$ cat src/rtl/rmcl_defs.vh
// register map common logic: offsets, field positions, reset values
// assumes a 9-bit host address, 16-bit data and an 8-bit/16-bit bus mode pin
`ifndef RMCL_DEFS_VH
`define RMCL_DEFS_VH

// ----------------------------------------------------------------------
// register offsets (16-bit word addresses, 8-bit mode uses bit 0 as lane)
// ----------------------------------------------------------------------
`define RMCL_OFS_DEVICE_IDENTIFICATION 9'h000
`define RMCL_OFS_GLOBAL_CONTROL_ONE 9'h002
`define RMCL_OFS_GLOBAL_CONTROL_TWO 9'h004
`define RMCL_OFS_GENERAL_PIN_CONTROL 9'h00A
`define RMCL_OFS_STATUS 9'h014
`define RMCL_OFS_STATUS_LATCHED 9'h016
`define RMCL_OFS_COUNT 9'h01A
`define RMCL_OFS_MODE_STATUS_LATCHED 9'h01C

// ----------------------------------------------------------------------
// global control one fields
// ----------------------------------------------------------------------
`define RMCL_CR1_SNAPSHOT_BIT 3
`define RMCL_CR1_CLEAR_SELECT_BIT 2
`define RMCL_CR1_MASK 16'h40FF

// ----------------------------------------------------------------------
// reset values and the cr2 write mask
// ----------------------------------------------------------------------
`define RMCL_CR1_RESET 16'h0000
`define RMCL_CR2_RESET 16'h0000
`define RMCL_GIOCR_RESET 16'h0000
`define RMCL_CR2_MASK 16'h0F0E

// ----------------------------------------------------------------------
// block address ranges: low and high inclusive
// ----------------------------------------------------------------------
`define RMCL_GLB_LO 9'h000
`define RMCL_GLB_HI 9'h01F
`define RMCL_PORT_LO 9'h040
`define RMCL_PORT_HI 9'h05F
`define RMCL_BERT_LO 9'h060
`define RMCL_BERT_HI 9'h07F
`define RMCL_LENC_LO 9'h08C
`define RMCL_LENC_HI 9'h08F
`define RMCL_LDEC_LO 9'h090
`define RMCL_LDEC_HI 9'h0DF
`define RMCL_TT_LO 9'h0E8
`define RMCL_TT_HI 9'h0FF
`define RMCL_FRM_LO 9'h118
`define RMCL_FRM_HI 9'h13F
`define RMCL_TEST_LO 9'h180
`define RMCL_TEST_HI 9'h19F

`endif

$ cat src/rtl/rmcl_top.v
// register map common logic: host register port, latched status, counter
// assumes host strobes are synchronous to clock_i; events come from same-clock logic
`timescale 1ns/1ps
`include "rmcl_defs.vh"

module rmcl_top #(
    parameter CNT_W = 16,
    parameter [15:0] ID_VALUE = 16'h0A5C // arbitrary identification value
) (
    // clock and resets
    input wire clock_i,
    input wire rst_b_i,
    input wire datapath_reset_n_i,
    // host register port
    input wire [8:0] addr_i,
    input wire [15:0] wdata_i,
    input wire rd_i,
    input wire wr_i,
    input wire bus8_i,
    output reg [15:0] rdata_o,
    output reg ready_n_o,
    // events and mode from the data path
    input wire [7:0] event_i,
    input wire [7:0] mode_active_i,
    input wire count_event_i,
    input wire [7:0] irq_enable_i,
    // outputs to the data path
    output reg [15:0] cr2_o,
    output reg [15:0] pin_ctrl_o,
    output reg zero_count_n_o,
    output reg irq_o
);

    // ------------------------------------------------------------------
    // decode helpers
    // ------------------------------------------------------------------
    function in_block;
        input [8:0] a;
        begin
            in_block = (a <= `RMCL_GLB_HI) ||
                (a >= `RMCL_PORT_LO && a <= `RMCL_BERT_HI) ||
                (a >= `RMCL_LENC_LO && a <= `RMCL_LDEC_HI) ||
                (a >= `RMCL_TT_LO && a <= `RMCL_TT_HI) ||
                (a >= `RMCL_FRM_LO && a <= `RMCL_FRM_HI) ||
                (a >= `RMCL_TEST_LO && a <= `RMCL_TEST_HI);
        end
    endfunction

    // byte-lane merge: a lane that is not written keeps its stored bits
    function [15:0] lane_merge;
        input [15:0] old_val;
        input [15:0] new_val;
        input hi_en;
        input lo_en;
        begin
            lane_merge = old_val;
            if (hi_en)
                lane_merge[15:8] = new_val[15:8];
            if (lo_en)
                lane_merge[7:0] = new_val[7:0];
        end
    endfunction

    // bits one host access clears in a latched register this cycle
    function [7:0] clear_pattern;
        input wr_clear;
        input rd_sel;
        input wr_sel;
        input [7:0] wr_bits;
        begin
            if (!wr_clear && rd_sel)
                clear_pattern = 8'hFF;
            else if (wr_clear && wr_sel)
                clear_pattern = wr_bits;
            else
                clear_pattern = 8'h00;
        end
    endfunction

    // a full counter holds its value rather than wrapping back to zero
    function [CNT_W-1:0] sat_inc;
        input [CNT_W-1:0] cnt;
        begin
            if (&cnt)
                sat_inc = cnt;
            else
                sat_inc = cnt + {{(CNT_W-1){1'b0}}, 1'b1};
        end
    endfunction

    // 8-bit mode hands back one byte in the low lane
    function [15:0] lane_select;
        input [15:0] word;
        input narrow;
        input odd;
        begin
            if (!narrow)
                lane_select = word;
            else if (odd)
                lane_select = {8'h00, word[15:8]};
            else
                lane_select = {8'h00, word[7:0]};
        end
    endfunction

    // in 8-bit mode bit 0 picks the lane, so the word address drops it
    wire [8:0] word_addr = {addr_i[8:1], 1'b0};
    wire hit_block = in_block(addr_i);
    wire wr_hi = wr_i && (!bus8_i || addr_i[0]);
    wire wr_lo = wr_i && (!bus8_i || !addr_i[0]);

    // ------------------------------------------------------------------
    // registers
    // ------------------------------------------------------------------
    reg [15:0] cr1_r;
    reg [15:0] cr2_r;
    reg [15:0] pin_r;
    reg [7:0] latched_r;
    reg [7:0] mode_latched_r;
    reg [7:0] event_d_r;
    reg [CNT_W-1:0] run_cnt_r;
    reg [CNT_W-1:0] cnt_reg_r;
    reg snap_d_r;
    reg done_r;
    reg [1:0] upd_state_r;

    localparam [1:0] UPD_IDLE = 2'h0;
    localparam [1:0] UPD_COPY = 2'h1;
    localparam [1:0] UPD_DONE = 2'h2;

    wire dp_rst = !datapath_reset_n_i;

    // ------------------------------------------------------------------
    // configuration registers
    // ------------------------------------------------------------------
    // reserved cr1 and cr2 bits are masked off on write, so software reads them back as zero
    always @(posedge clock_i or negedge rst_b_i) begin
        if (!rst_b_i) begin
            cr1_r <= `RMCL_CR1_RESET;
            cr2_r <= `RMCL_CR2_RESET;
            pin_r <= `RMCL_GIOCR_RESET;
        end else if (wr_i) begin
            if (word_addr == `RMCL_OFS_GLOBAL_CONTROL_ONE)
                cr1_r <= lane_merge(cr1_r, wdata_i & `RMCL_CR1_MASK, wr_hi, wr_lo);
            if (word_addr == `RMCL_OFS_GLOBAL_CONTROL_TWO)
                cr2_r <= lane_merge(cr2_r, wdata_i & `RMCL_CR2_MASK, wr_hi, wr_lo);
            if (word_addr == `RMCL_OFS_GENERAL_PIN_CONTROL)
                pin_r <= lane_merge(pin_r, wdata_i, wr_hi, wr_lo);
        end
    end

    // data path copies only follow the registers outside data path reset
    always @(posedge clock_i or negedge rst_b_i) begin
        if (!rst_b_i) begin
            cr2_o <= `RMCL_CR2_RESET;
            pin_ctrl_o <= `RMCL_GIOCR_RESET;
        end else if (!dp_rst) begin
            cr2_o <= cr2_r;
            pin_ctrl_o <= pin_r;
        end
    end

    // ------------------------------------------------------------------
    // latched status
    // ------------------------------------------------------------------
    wire clear_on_write = cr1_r[`RMCL_CR1_CLEAR_SELECT_BIT];
    wire rd_lat = rd_i && word_addr == `RMCL_OFS_STATUS_LATCHED;
    wire wr_lat = wr_i && word_addr == `RMCL_OFS_STATUS_LATCHED;
    wire rd_mlat = rd_i && word_addr == `RMCL_OFS_MODE_STATUS_LATCHED;
    wire wr_mlat = wr_i && word_addr == `RMCL_OFS_MODE_STATUS_LATCHED;
    // both latched registers live in the low byte; upper lane holds nothing
    wire rd_lo_lane = !bus8_i || !addr_i[0];
    wire [7:0] ev_on = event_i & ~event_d_r & mode_active_i;
    wire [7:0] ev_chg = (event_i ^ event_d_r) & mode_active_i;
    wire [7:0] clr_lat = clear_pattern(clear_on_write, rd_lat && rd_lo_lane, wr_lat && wr_lo, wdata_i[7:0]);
    wire [7:0] clr_mlat = clear_pattern(clear_on_write, rd_mlat && rd_lo_lane, wr_mlat && wr_lo, wdata_i[7:0]);
    // a new event wins over a clear in the same cycle
    wire [7:0] latched_nxt = (latched_r & ~clr_lat) | ev_on;
    wire [7:0] mode_latched_nxt = (mode_latched_r & ~clr_mlat) | ev_chg;

    always @(posedge clock_i or negedge rst_b_i) begin
        if (!rst_b_i) begin
            event_d_r <= 8'h00;
            latched_r <= 8'h00;
            mode_latched_r <= 8'h00;
        end else begin
            event_d_r <= event_i;
            if (dp_rst) begin
                latched_r <= 8'h00;
                mode_latched_r <= 8'h00;
            end else begin
                latched_r <= latched_nxt;
                mode_latched_r <= mode_latched_nxt;
            end
        end
    end

    // ------------------------------------------------------------------
    // counter and snapshot
    // ------------------------------------------------------------------
    wire snap_req = cr1_r[`RMCL_CR1_SNAPSHOT_BIT];
    wire snap_rise = snap_req && !snap_d_r && !dp_rst;
    // counter slot 0 is a reserved counter when bit 0 of mode is low
    wire cnt_live = count_event_i && mode_active_i[0];
    wire [CNT_W-1:0] cnt_inc = sat_inc(run_cnt_r);

    // update sequencer: a snapshot request seen mid-update is dropped, so the
    // host must wait for done before it asks again
    reg [1:0] upd_state_nxt;
    always @* begin
        upd_state_nxt = upd_state_r;
        case (upd_state_r)
            UPD_IDLE: begin
                if (snap_rise)
                    upd_state_nxt = UPD_COPY;
            end
            UPD_COPY: begin
                upd_state_nxt = UPD_DONE;
            end
            UPD_DONE: begin
                upd_state_nxt = UPD_IDLE;
            end
            default: begin
                upd_state_nxt = UPD_IDLE;
            end
        endcase
    end

    always @(posedge clock_i or negedge rst_b_i) begin
        if (!rst_b_i) begin
            snap_d_r <= 1'b0;
            done_r <= 1'b1;
            upd_state_r <= UPD_IDLE;
            run_cnt_r <= {CNT_W{1'b0}};
            cnt_reg_r <= {CNT_W{1'b0}};
            zero_count_n_o <= 1'b1;
        end else begin
            snap_d_r <= snap_req;
            zero_count_n_o <= 1'b1;
            if (dp_rst) begin
                run_cnt_r <= {CNT_W{1'b0}};
                cnt_reg_r <= {CNT_W{1'b0}};
                upd_state_r <= UPD_IDLE;
                done_r <= 1'b1;
            end else begin
                upd_state_r <= upd_state_nxt;
                case (upd_state_r)
                    UPD_IDLE: begin
                        if (cnt_live)
                            run_cnt_r <= cnt_inc;
                        if (snap_rise)
                            done_r <= 1'b0;
                    end
                    UPD_COPY: begin
                        cnt_reg_r <= run_cnt_r;
                        // an event on the copy edge starts the fresh count at one
                        run_cnt_r <= cnt_live ? {{(CNT_W-1){1'b0}}, 1'b1} : {CNT_W{1'b0}};
                        zero_count_n_o <= 1'b0;
                    end
                    UPD_DONE: begin
                        if (cnt_live)
                            run_cnt_r <= cnt_inc;
                        done_r <= 1'b1;
                    end
                    default: begin
                        done_r <= 1'b1;
                    end
                endcase
            end
        end
    end

    // ------------------------------------------------------------------
    // interrupt: enables for reserved bits still count
    // ------------------------------------------------------------------
    always @(posedge clock_i or negedge rst_b_i) begin
        if (!rst_b_i)
            irq_o <= 1'b0;
        else
            irq_o <= |((latched_r | mode_latched_r) & irq_enable_i);
    end

    // ------------------------------------------------------------------
    // read mux and ready
    // ------------------------------------------------------------------
    // snapshot done is ORed onto bit 1 with live event 1; bit 0 and unused modes read zero
    wire [15:0] status_word = {8'h00, event_i & mode_active_i & 8'hFE} | {14'h0000, done_r, 1'b0};
    // zero-extend first so any counter width down to one bit reads cleanly
    wire [CNT_W+15:0] cnt_wide = {16'h0000, cnt_reg_r};
    wire acc_hit = (rd_i || wr_i) && hit_block;
    wire rd_hit = rd_i && hit_block;

    reg [15:0] word_rd;
    always @* begin
        word_rd = 16'h0000;
        case (word_addr)
            `RMCL_OFS_DEVICE_IDENTIFICATION: word_rd = ID_VALUE;
            `RMCL_OFS_GLOBAL_CONTROL_ONE: word_rd = cr1_r;
            `RMCL_OFS_GLOBAL_CONTROL_TWO: word_rd = cr2_r;
            `RMCL_OFS_GENERAL_PIN_CONTROL: word_rd = pin_r;
            `RMCL_OFS_STATUS: word_rd = status_word;
            `RMCL_OFS_STATUS_LATCHED: word_rd = {8'h00, latched_r};
            `RMCL_OFS_MODE_STATUS_LATCHED: word_rd = {8'h00, mode_latched_r};
            `RMCL_OFS_COUNT: word_rd = cnt_wide[15:0];
            default: word_rd = 16'h0000;
        endcase
    end

    always @(posedge clock_i or negedge rst_b_i) begin
        if (!rst_b_i) begin
            rdata_o <= 16'h0000;
            ready_n_o <= 1'b1;
        end else begin
            ready_n_o <= !acc_hit;
            if (rd_hit)
                rdata_o <= lane_select(word_rd, bus8_i, addr_i[0]);
            else
                rdata_o <= 16'h0000;
        end
    end

endmodule // rmcl_top

$ cat config.mk
export PLATFORM = sky130hd
export DESIGN_NAME = rmcl_top
export DESIGN_NICKNAME = d
export VERILOG_FILES = /design/src/rtl/rmcl_top.v
export VERILOG_INCLUDE_DIRS = /design/src /design/src/rtl
export SDC_FILE = /design/constraint.sdc
export NUM_CORES = 1
export LEC_CHECK = 0
export ABC_AREA = 1
export BUFFER_PORTS_ARGS = -buffer_cell sky130_fd_sc_hd__buf_2
export CORE_MARGIN = 1.5
export CORE_UTILIZATION = 57
export DETAILED_ROUTE_END_ITERATION = 7
export PLACE_DENSITY = 0.88
export SETUP_SLACK_MARGIN = 0.02
export SLEW_MARGIN = 30
export SYNTH_ARGS = -nofsm -noshare
export SYNTH_HDL_FRONTEND = slang
export SYNTH_SLANG_ARGS = --single-unit
$ cat constraint.sdc
create_clock -name clock_i -period 4.2 [get_ports clock_i]
set_clock_uncertainty 0.15 [all_clocks]
set_input_delay 0.42 -clock clock_i [delete_from_list [all_inputs] [get_ports clock_i]]
set_output_delay 0.42 -clock clock_i [all_outputs]
set_load 0.01 [all_outputs]
==> impl_metrics.tcl, run 1 <==
set metrics [dict create \
    async_reset_ff_share_pct 100.0 \
    cts_resized 0 \
    start_util_pct 58.79 \
    vias 6350 \
    grt_pass1_wl_um 29030 \
    clkTransAtPathRegs_ns 0.06 \
    core_sq_um 11470 \
    max_freq_ghz 0.4527 \
    grt_start_max_net_pins 113 \
    r2r-end "run_cnt_r[4]" \
    syn_area_sq_um 6741 \
    setup_violations 0 \
    drc 0 \
    rrSetupSlack_ns 1.99 \
    drv_slew 0 \
    synth-seq-area-share_pct 49.80 \
    relSlewSlack_pct 61.24 \
    cts_hold_buffers 9 \
    status "finished, final reports clean" \
    synth-edff-count 0 \
    dpl.hpwl_um 12230 \
    crit_fanout 25 \
    cts_tree "done" \
    syn_avg_cell_area_sq_um 7.876 \
    hold_class "in2reg" \
    vias_per_cell 5.675 \
    insertion_delay_ns 0.43 \
    drt_wl_total_um 17830 \
    detail_route.first_pass.iterations 8 \
    io_pins 107 \
    post_cts_buffers 0 \
    min-delay-start "rd_i" \
    rsz0062_at_grt "false" \
    antenna_left 0 \
    hold_viol_final 0 \
    final_layout_size_suffix_gt1_share_pct 18.55 \
    clockRootBuffer "clkbuf_16" \
    period_minus_slack_ns 2.209 \
    tns_ns 0 \
    start_kind "flop" \
    endpoint_kind "flop" \
    fin_hold_ws_ns 0.03730 \
    drtIter0Drc 664 \
    grt_usage_pct 29.58 \
    clock-sinks 134 \
    worst_pin_slew_ns 0.5814 \
    die_area_sq_um 12490 \
    numPortBuffers 97 \
    drv_cap 0 \
    synth_cell_types 41 \
    final_area_sq_um 8040 \
    nets 1028 \
    syn_inst 856 \
    cp_data_arrival_time_ns 2.40 \
    leakage_nw 4.149 \
    holdPathStages 2 \
    cts_buffer_depth 2 \
    syn2layout_area_growth_pct 19.27 \
    rr_worst_depth 10 \
    vdd_drop_max_v 0.0003751 \
    cts_buffers 17 \
    fin_crit_sh_pct 52.60 \
    fin_util_pct 70.11 \
    dp_cells 1078 \
    critical_path_class "reg2reg" \
    num_rows 39 \
    synth_ff_type "dfrtp_1" \
    wl_per_cell_um 15.93 \
    final_cell_count_no_fill 1119 \
    ys_warn_count 0 \
    synth-seq-cells 134 \
    grt_pass1_vias 6025 \
    dpl_cell_area_sq_um 7307 \
    antenna_found_initial 0 \
    power_density_nw_per_um2 403.0 \
    place_congestion 0.9794 \
    num_antenna_cells 0 \
    die_h_um 111.8 \
    grt_overflow 0 \
    whs_endpoint "ready_n_o" \
    fp.dieW_um 111.8 \
    timing.rr.start "run_cnt_r[0]" \
    required_ns 4.39 \
    cts_max_level 4 \
]
## state kept, by name, indices dropped and copies added (netlist names), 7 cells and up
| register | count |
|---|---|
| cnt_reg_r | 16 |
| pin_ctrl_o | 16 |
| pin_r | 16 |
| rdata_o | 16 |
| run_cnt_r | 16 |
| cr1_r | 9 |
| event_d_r | 8 |
| latched_r | 8 |
| mode_latched_r | 8 |
| cr2_o | 7 |
| cr2_r | 7 |
## synthesized netlist by cell type (3+ instances only)
cell type,n,area share [%]
a21oi_1,19,1.4
buf_1,3,0.17
buf_2,7,0.52
buf_4,11,1.2
clkbuf_1,7,0.39
dfrtp_1,131,49
dfstp_2,3,1.2
ha_1,9,1.7
inv_1,86,4.8
inv_2,7,0.39
nand2_1,277,15
nand2_2,11,1.0
nand3_1,58,4.3
nand4_1,25,2.3
nor2_1,66,3.7
nor2_2,12,1.1
nor2_4,4,0.67
nor2_8,3,0.89
nor3_1,6,0.45
o21ai_0,67,5.0
o21ai_1,13,0.97
o22ai_1,6,0.56
## cell type report
class	count	area, sq um
clock buffers	19	452.9
clock inverters	13	190.2
fillers	872	3427
inverters	94	355.3
multi-input cells	607	2893
flip-flops and latches	134	3357
well taps	143	178.9
repair buffers	109	613.1
## logic make-up (layout without fill, tap and decap cells)
kind of cell | after synthesis | in the layout | synth area share [%]
muxes | 2 | 2 | 0.3341
buffers and inverters | 123 | 235 | 7.740
DFF | 134 | 134 | 49.80
xor gates and xnor gates | 1 | 1 | 0.1299
AOI/OAI and AO/OA | 110 | 110 | 8.445
adders and majority gates | 9 | 9 | 1.670
and+or+nand+nor | 476 | 476 | 31.83
other | 1 | 9 | 0.05563
## stage by stage
step / total power [mW] / worst slack (ns)
2_1_floorplan: 1.520 / 2.582
3_3_place_gp: 1.623 / 2.170
3_5_place_dp: 1.632 / 2.119
4_1_cts: 3.238 / 2.025
5_1_grt: 3.338 / 1.775
6_report: 3.240 / 1.991
## per-layer routing
metal  track usage [%]  vias up  routed length [um]
met5                 0        -                   0
li1                  -     2945                   -
met3             5.607       63                1356
met4             14.68        0                 633
met1             38.30     2979                7059
met2             47.97      363                8781
## worst max path at each step
stage | startpoint | endpoint | slack (ns) | cells after the start
after floorplan | run_cnt_r[0] | run_cnt_r[11] | 2.58 | 10
after global placement | run_cnt_r[0] | run_cnt_r[0] | 2.17 | 9
after detailed placement | run_cnt_r[0] | run_cnt_r[2] | 2.12 | 9
after CTS | run_cnt_r[0] | run_cnt_r[4] | 2.02 | 10
after global routing | run_cnt_r[0] | run_cnt_r[4] | 1.78 | 10
final | run_cnt_r[0] | run_cnt_r[4] | 1.99 | 10
## power breakdown
group          switching [mW]  leakage [nW]  total [mW]  internal (mW)
Sequential             0.0344          1.81        1.37           1.34
Combinational           0.166          2.02       0.250         0.0836
Clock                   0.587         0.315        1.62           1.03
Total                   0.788          4.15        3.24           2.45
## worst max-delay path, stage by stage (launching register included)
cell,delay [ns]
dfrtp_1,0.43
ha_1,0.24
nand2_1,0.09
inv_1,0.05
nand2_1,0.15
nor2_1,0.09
nand3_1,0.09
nand3_2,0.34
inv_1,0.32
nand2_1,0.07
o21ai_1,0.10
## placed cells by master, fill, tap and decap left out, types with 2 or more instances in the layout
cell and instances:
nand2_1 277, dfrtp_1 131, buf_2 96, inv_1 86, o21ai_0 67, nor2_1 66, nand3_1 58, nand4_1 25
a21oi_1 19, clkbuf_16 17, o21ai_1 13, nor2_2 12, nand2_2 11, ha_1 9, conb_1 9, dlygate4sd3_1 9
inv_2 7, nor3_1 6, o22ai_1 6, nor2_4 4, inv_6 4, bufinv_16 4, nor2_8 3, dfstp_2 3
buf_4 3, nor3_4 2, o211ai_1 2, nand3b_1 2, and2_1 2, mux2_2 2, nor4_1 2, clkbuf_8 2
clkinv_2 2, clkinv_4 2
(Power assumes the default switching activity.)
==> run 2, diff against run 1 <==
==> constraint.sdc (replaced) <==
create_clock -name clock_i -period 2.1 [get_ports clock_i]
set_clock_uncertainty 0.15 [all_clocks]
set_input_delay 0.21 -clock clock_i [delete_from_list [all_inputs] [get_ports clock_i]]
set_output_delay 0.21 -clock clock_i [all_outputs]
set_load 0.01 [all_outputs]
==> run 2 against run 1 <==
  * Sequential share of layout area shrank 1.9 points
  * Cell count increased by 3.4%
  * Non-clock buffer count rose by 38
  * Clock power increased by 100%
  * Worst hold slack worse by 0.0049 ns
  * Critical path type is now in2reg
  * Die area unchanged
  * Setup slack got worse by 1.9 ns
  * Highest routed layer unchanged
  * Utilization rose by 3.3 points
  * Sequential power grew 100%
  * Critical path depth decreased by 2
==> impl_metrics.tcl, run 2 (synthesis gave the netlist of run 1 again) <==
set metrics [dict create \
    status "finished, final reports clean" \
    nets 1066 \
    cp_data_arrival_time_ns 2.16 \
    grt_overflow 0 \
    cp.depth 8 \
    drc 0 \
    relSlewSlack_pct 65.87 \
    grtUsageMet3_pct 7.839 \
    grt_usage_pct 32.80 \
    vias_per_cell 5.787 \
    hold_class "in2reg" \
    leakage_nw 4.320 \
    fp.dieW_um 111.8 \
    grt_pass1_vias 6557 \
    grt_pass1_wl_um 32100 \
    multi_input_area_sq_um 2893 \
    cts_max_level 4 \
    clock-sinks 134 \
    cp_top_family "simple AND/OR/NAND/NOR gates" \
    grt_start_max_net_pins 44 \
    antenna_found_initial 0 \
    final_area_sq_um 8419 \
    seqCellArea_sq_um 3357 \
    period_minus_slack_ns 2.023 \
    drt_wl_total_um 19630 \
    start_kind "input port" \
    cts_buffer_depth 2 \
    vdd_drop_max_v 0.0006089 \
    pre_cts_ws_ns 0.2727 \
    clkTransAtPathRegs_ns 0.06 \
    worst_pin_slew_ns 0.5119 \
    final_common_cell "nand2_1" \
    drv_slew 0 \
    cp_slowest_stage_delay_ns 0.53 \
    numPortBuffers 97 \
    clockRootBuffer "clkbuf_16" \
    grt_busiest_layer "met2" \
    timing.rr.start "upd_state_r[0]" \
    post_cts_buffers 0 \
    max_freq_ghz 0.4942 \
    crit_chain "dlygate4sd3_1, buf_2, nand2_1, inv_1, nor3_1, nand2_2, nand3_1, a21oi_1" \
    num_antenna_cells 0 \
    rrSetupSlack_ns 0.16 \
    setup_violations 0 \
    crit_fanout 8 \
    tns_ns 0 \
    syn2layout_area_growth_pct 24.89 \
    rsz0062_at_grt "false" \
    holdPathStages 4 \
    endpoint_kind "flop" \
    critical_path_class "in2reg" \
    crit_start "bus8_i" \
    hold_viol_final 0 \
    insertion_delay_ns 0.43 \
    dpl.hpwl_um 12650 \
    antenna_left 0 \
    rr_worst_depth 5 \
    most-common-layout-cells "277 x nand2_1, 131 x dfrtp_1, 96 x buf_2, 86 x inv_1" \
    vias 6696 \
    wl_per_cell_um 16.96 \
    drtIter0Drc 656 \
    die_h_um 111.8 \
    place_congestion 0.9329 \
    cts_tree "done" \
    fin_ws_ns 0.07669 \
    dpl_cell_area_sq_um 7387 \
    fill_cells 785 \
    drv_cap 0 \
    critPathBufInv 3 \
    start_util_pct 58.79 \
    grt_use_met2_pct 55.00 \
    core_sq_um 11470 \
    power_density_nw_per_um2 789.1 \
    die_area_sq_um 12490 \
    critPathSlowestCell "dlygate4sd3_1" \
    detail_route.first_pass.iterations 7 \
    min-delay-start "irq_enable_i[5]" \
    cts_buffers 17 \
    io_pins 107 \
    final_layout_size_suffix_gt1_share_pct 18.54 \
    required_ns 2.24 \
    use_met1_pct 39.35 \
    fin_crit_sh_pct 96.35 \
    num_rows 39 \
]
run 2: changes by cell type in the layout (fill, tap and decap cells not counted), moves of 2 or more:
cell / delta
buf_4: +8
clkbuf_1: +2
clkbuf_8: -2
dlygate4sd3_1: +29
run 2: timing repair:
action,CTS,global route
hold endpoints to repair,82,0
hold buffers,38,0
resized for setup,0,1
endpoints found under the setup margin,0,1
run 2: area by class of cell:
| class | count | area share [%] |
|---|---|---|
| tap | 143 | 2.125 |
| sequential | 134 | 39.87 |
| clock inverter | 13 | 2.601 |
| clock buffer | 19 | 5.142 |
| timing repair buffer | 147 | 11.68 |
| multi-input combinational | 607 | 34.36 |
| inverter | 94 | 4.221 |
run 2: metrics by stage:
step	util (%)	instances	hold WS [ns]	total power, mW
after floorplan	-	864	-0.2356	3.040
after global placement	64.42	1087	0.06176	3.265
after detailed placement	64.42	1087	0.06607	3.282
after CTS	73.42	1157	0.007160	6.608
after global routing	73.42	1157	0.07509	6.843
final	73.42	1157	0.03243	6.644
run 2: final timing paths:
check	to
setup / recovery	latched_r[1]
hold / removal	irq_o
setup reg to reg	cnt_reg_r[9]
hold reg to reg	cr2_o[2]
max in group asynchronous	zero_count_n_o
min in group asynchronous	latched_r[0]
run 2: per-layer routing:
metal	routed length [um]	part of all wire, %
met5	0	0
met4	1142	5.8
met3	1808	9.2
met2	9534	49
met1	7141	36
run 2: where the power goes:
group	internal (mW)	switching [mW]
Combinational	0.219	0.360
Clock	2.13	1.19
Sequential	2.67	0.0713
run 2: worst min-delay path, delay by kind of cell:
kind	cells	cell delay (ns)
simple gates	2	0.20
compound gates	1	0.07
buf+inv	1	0.09
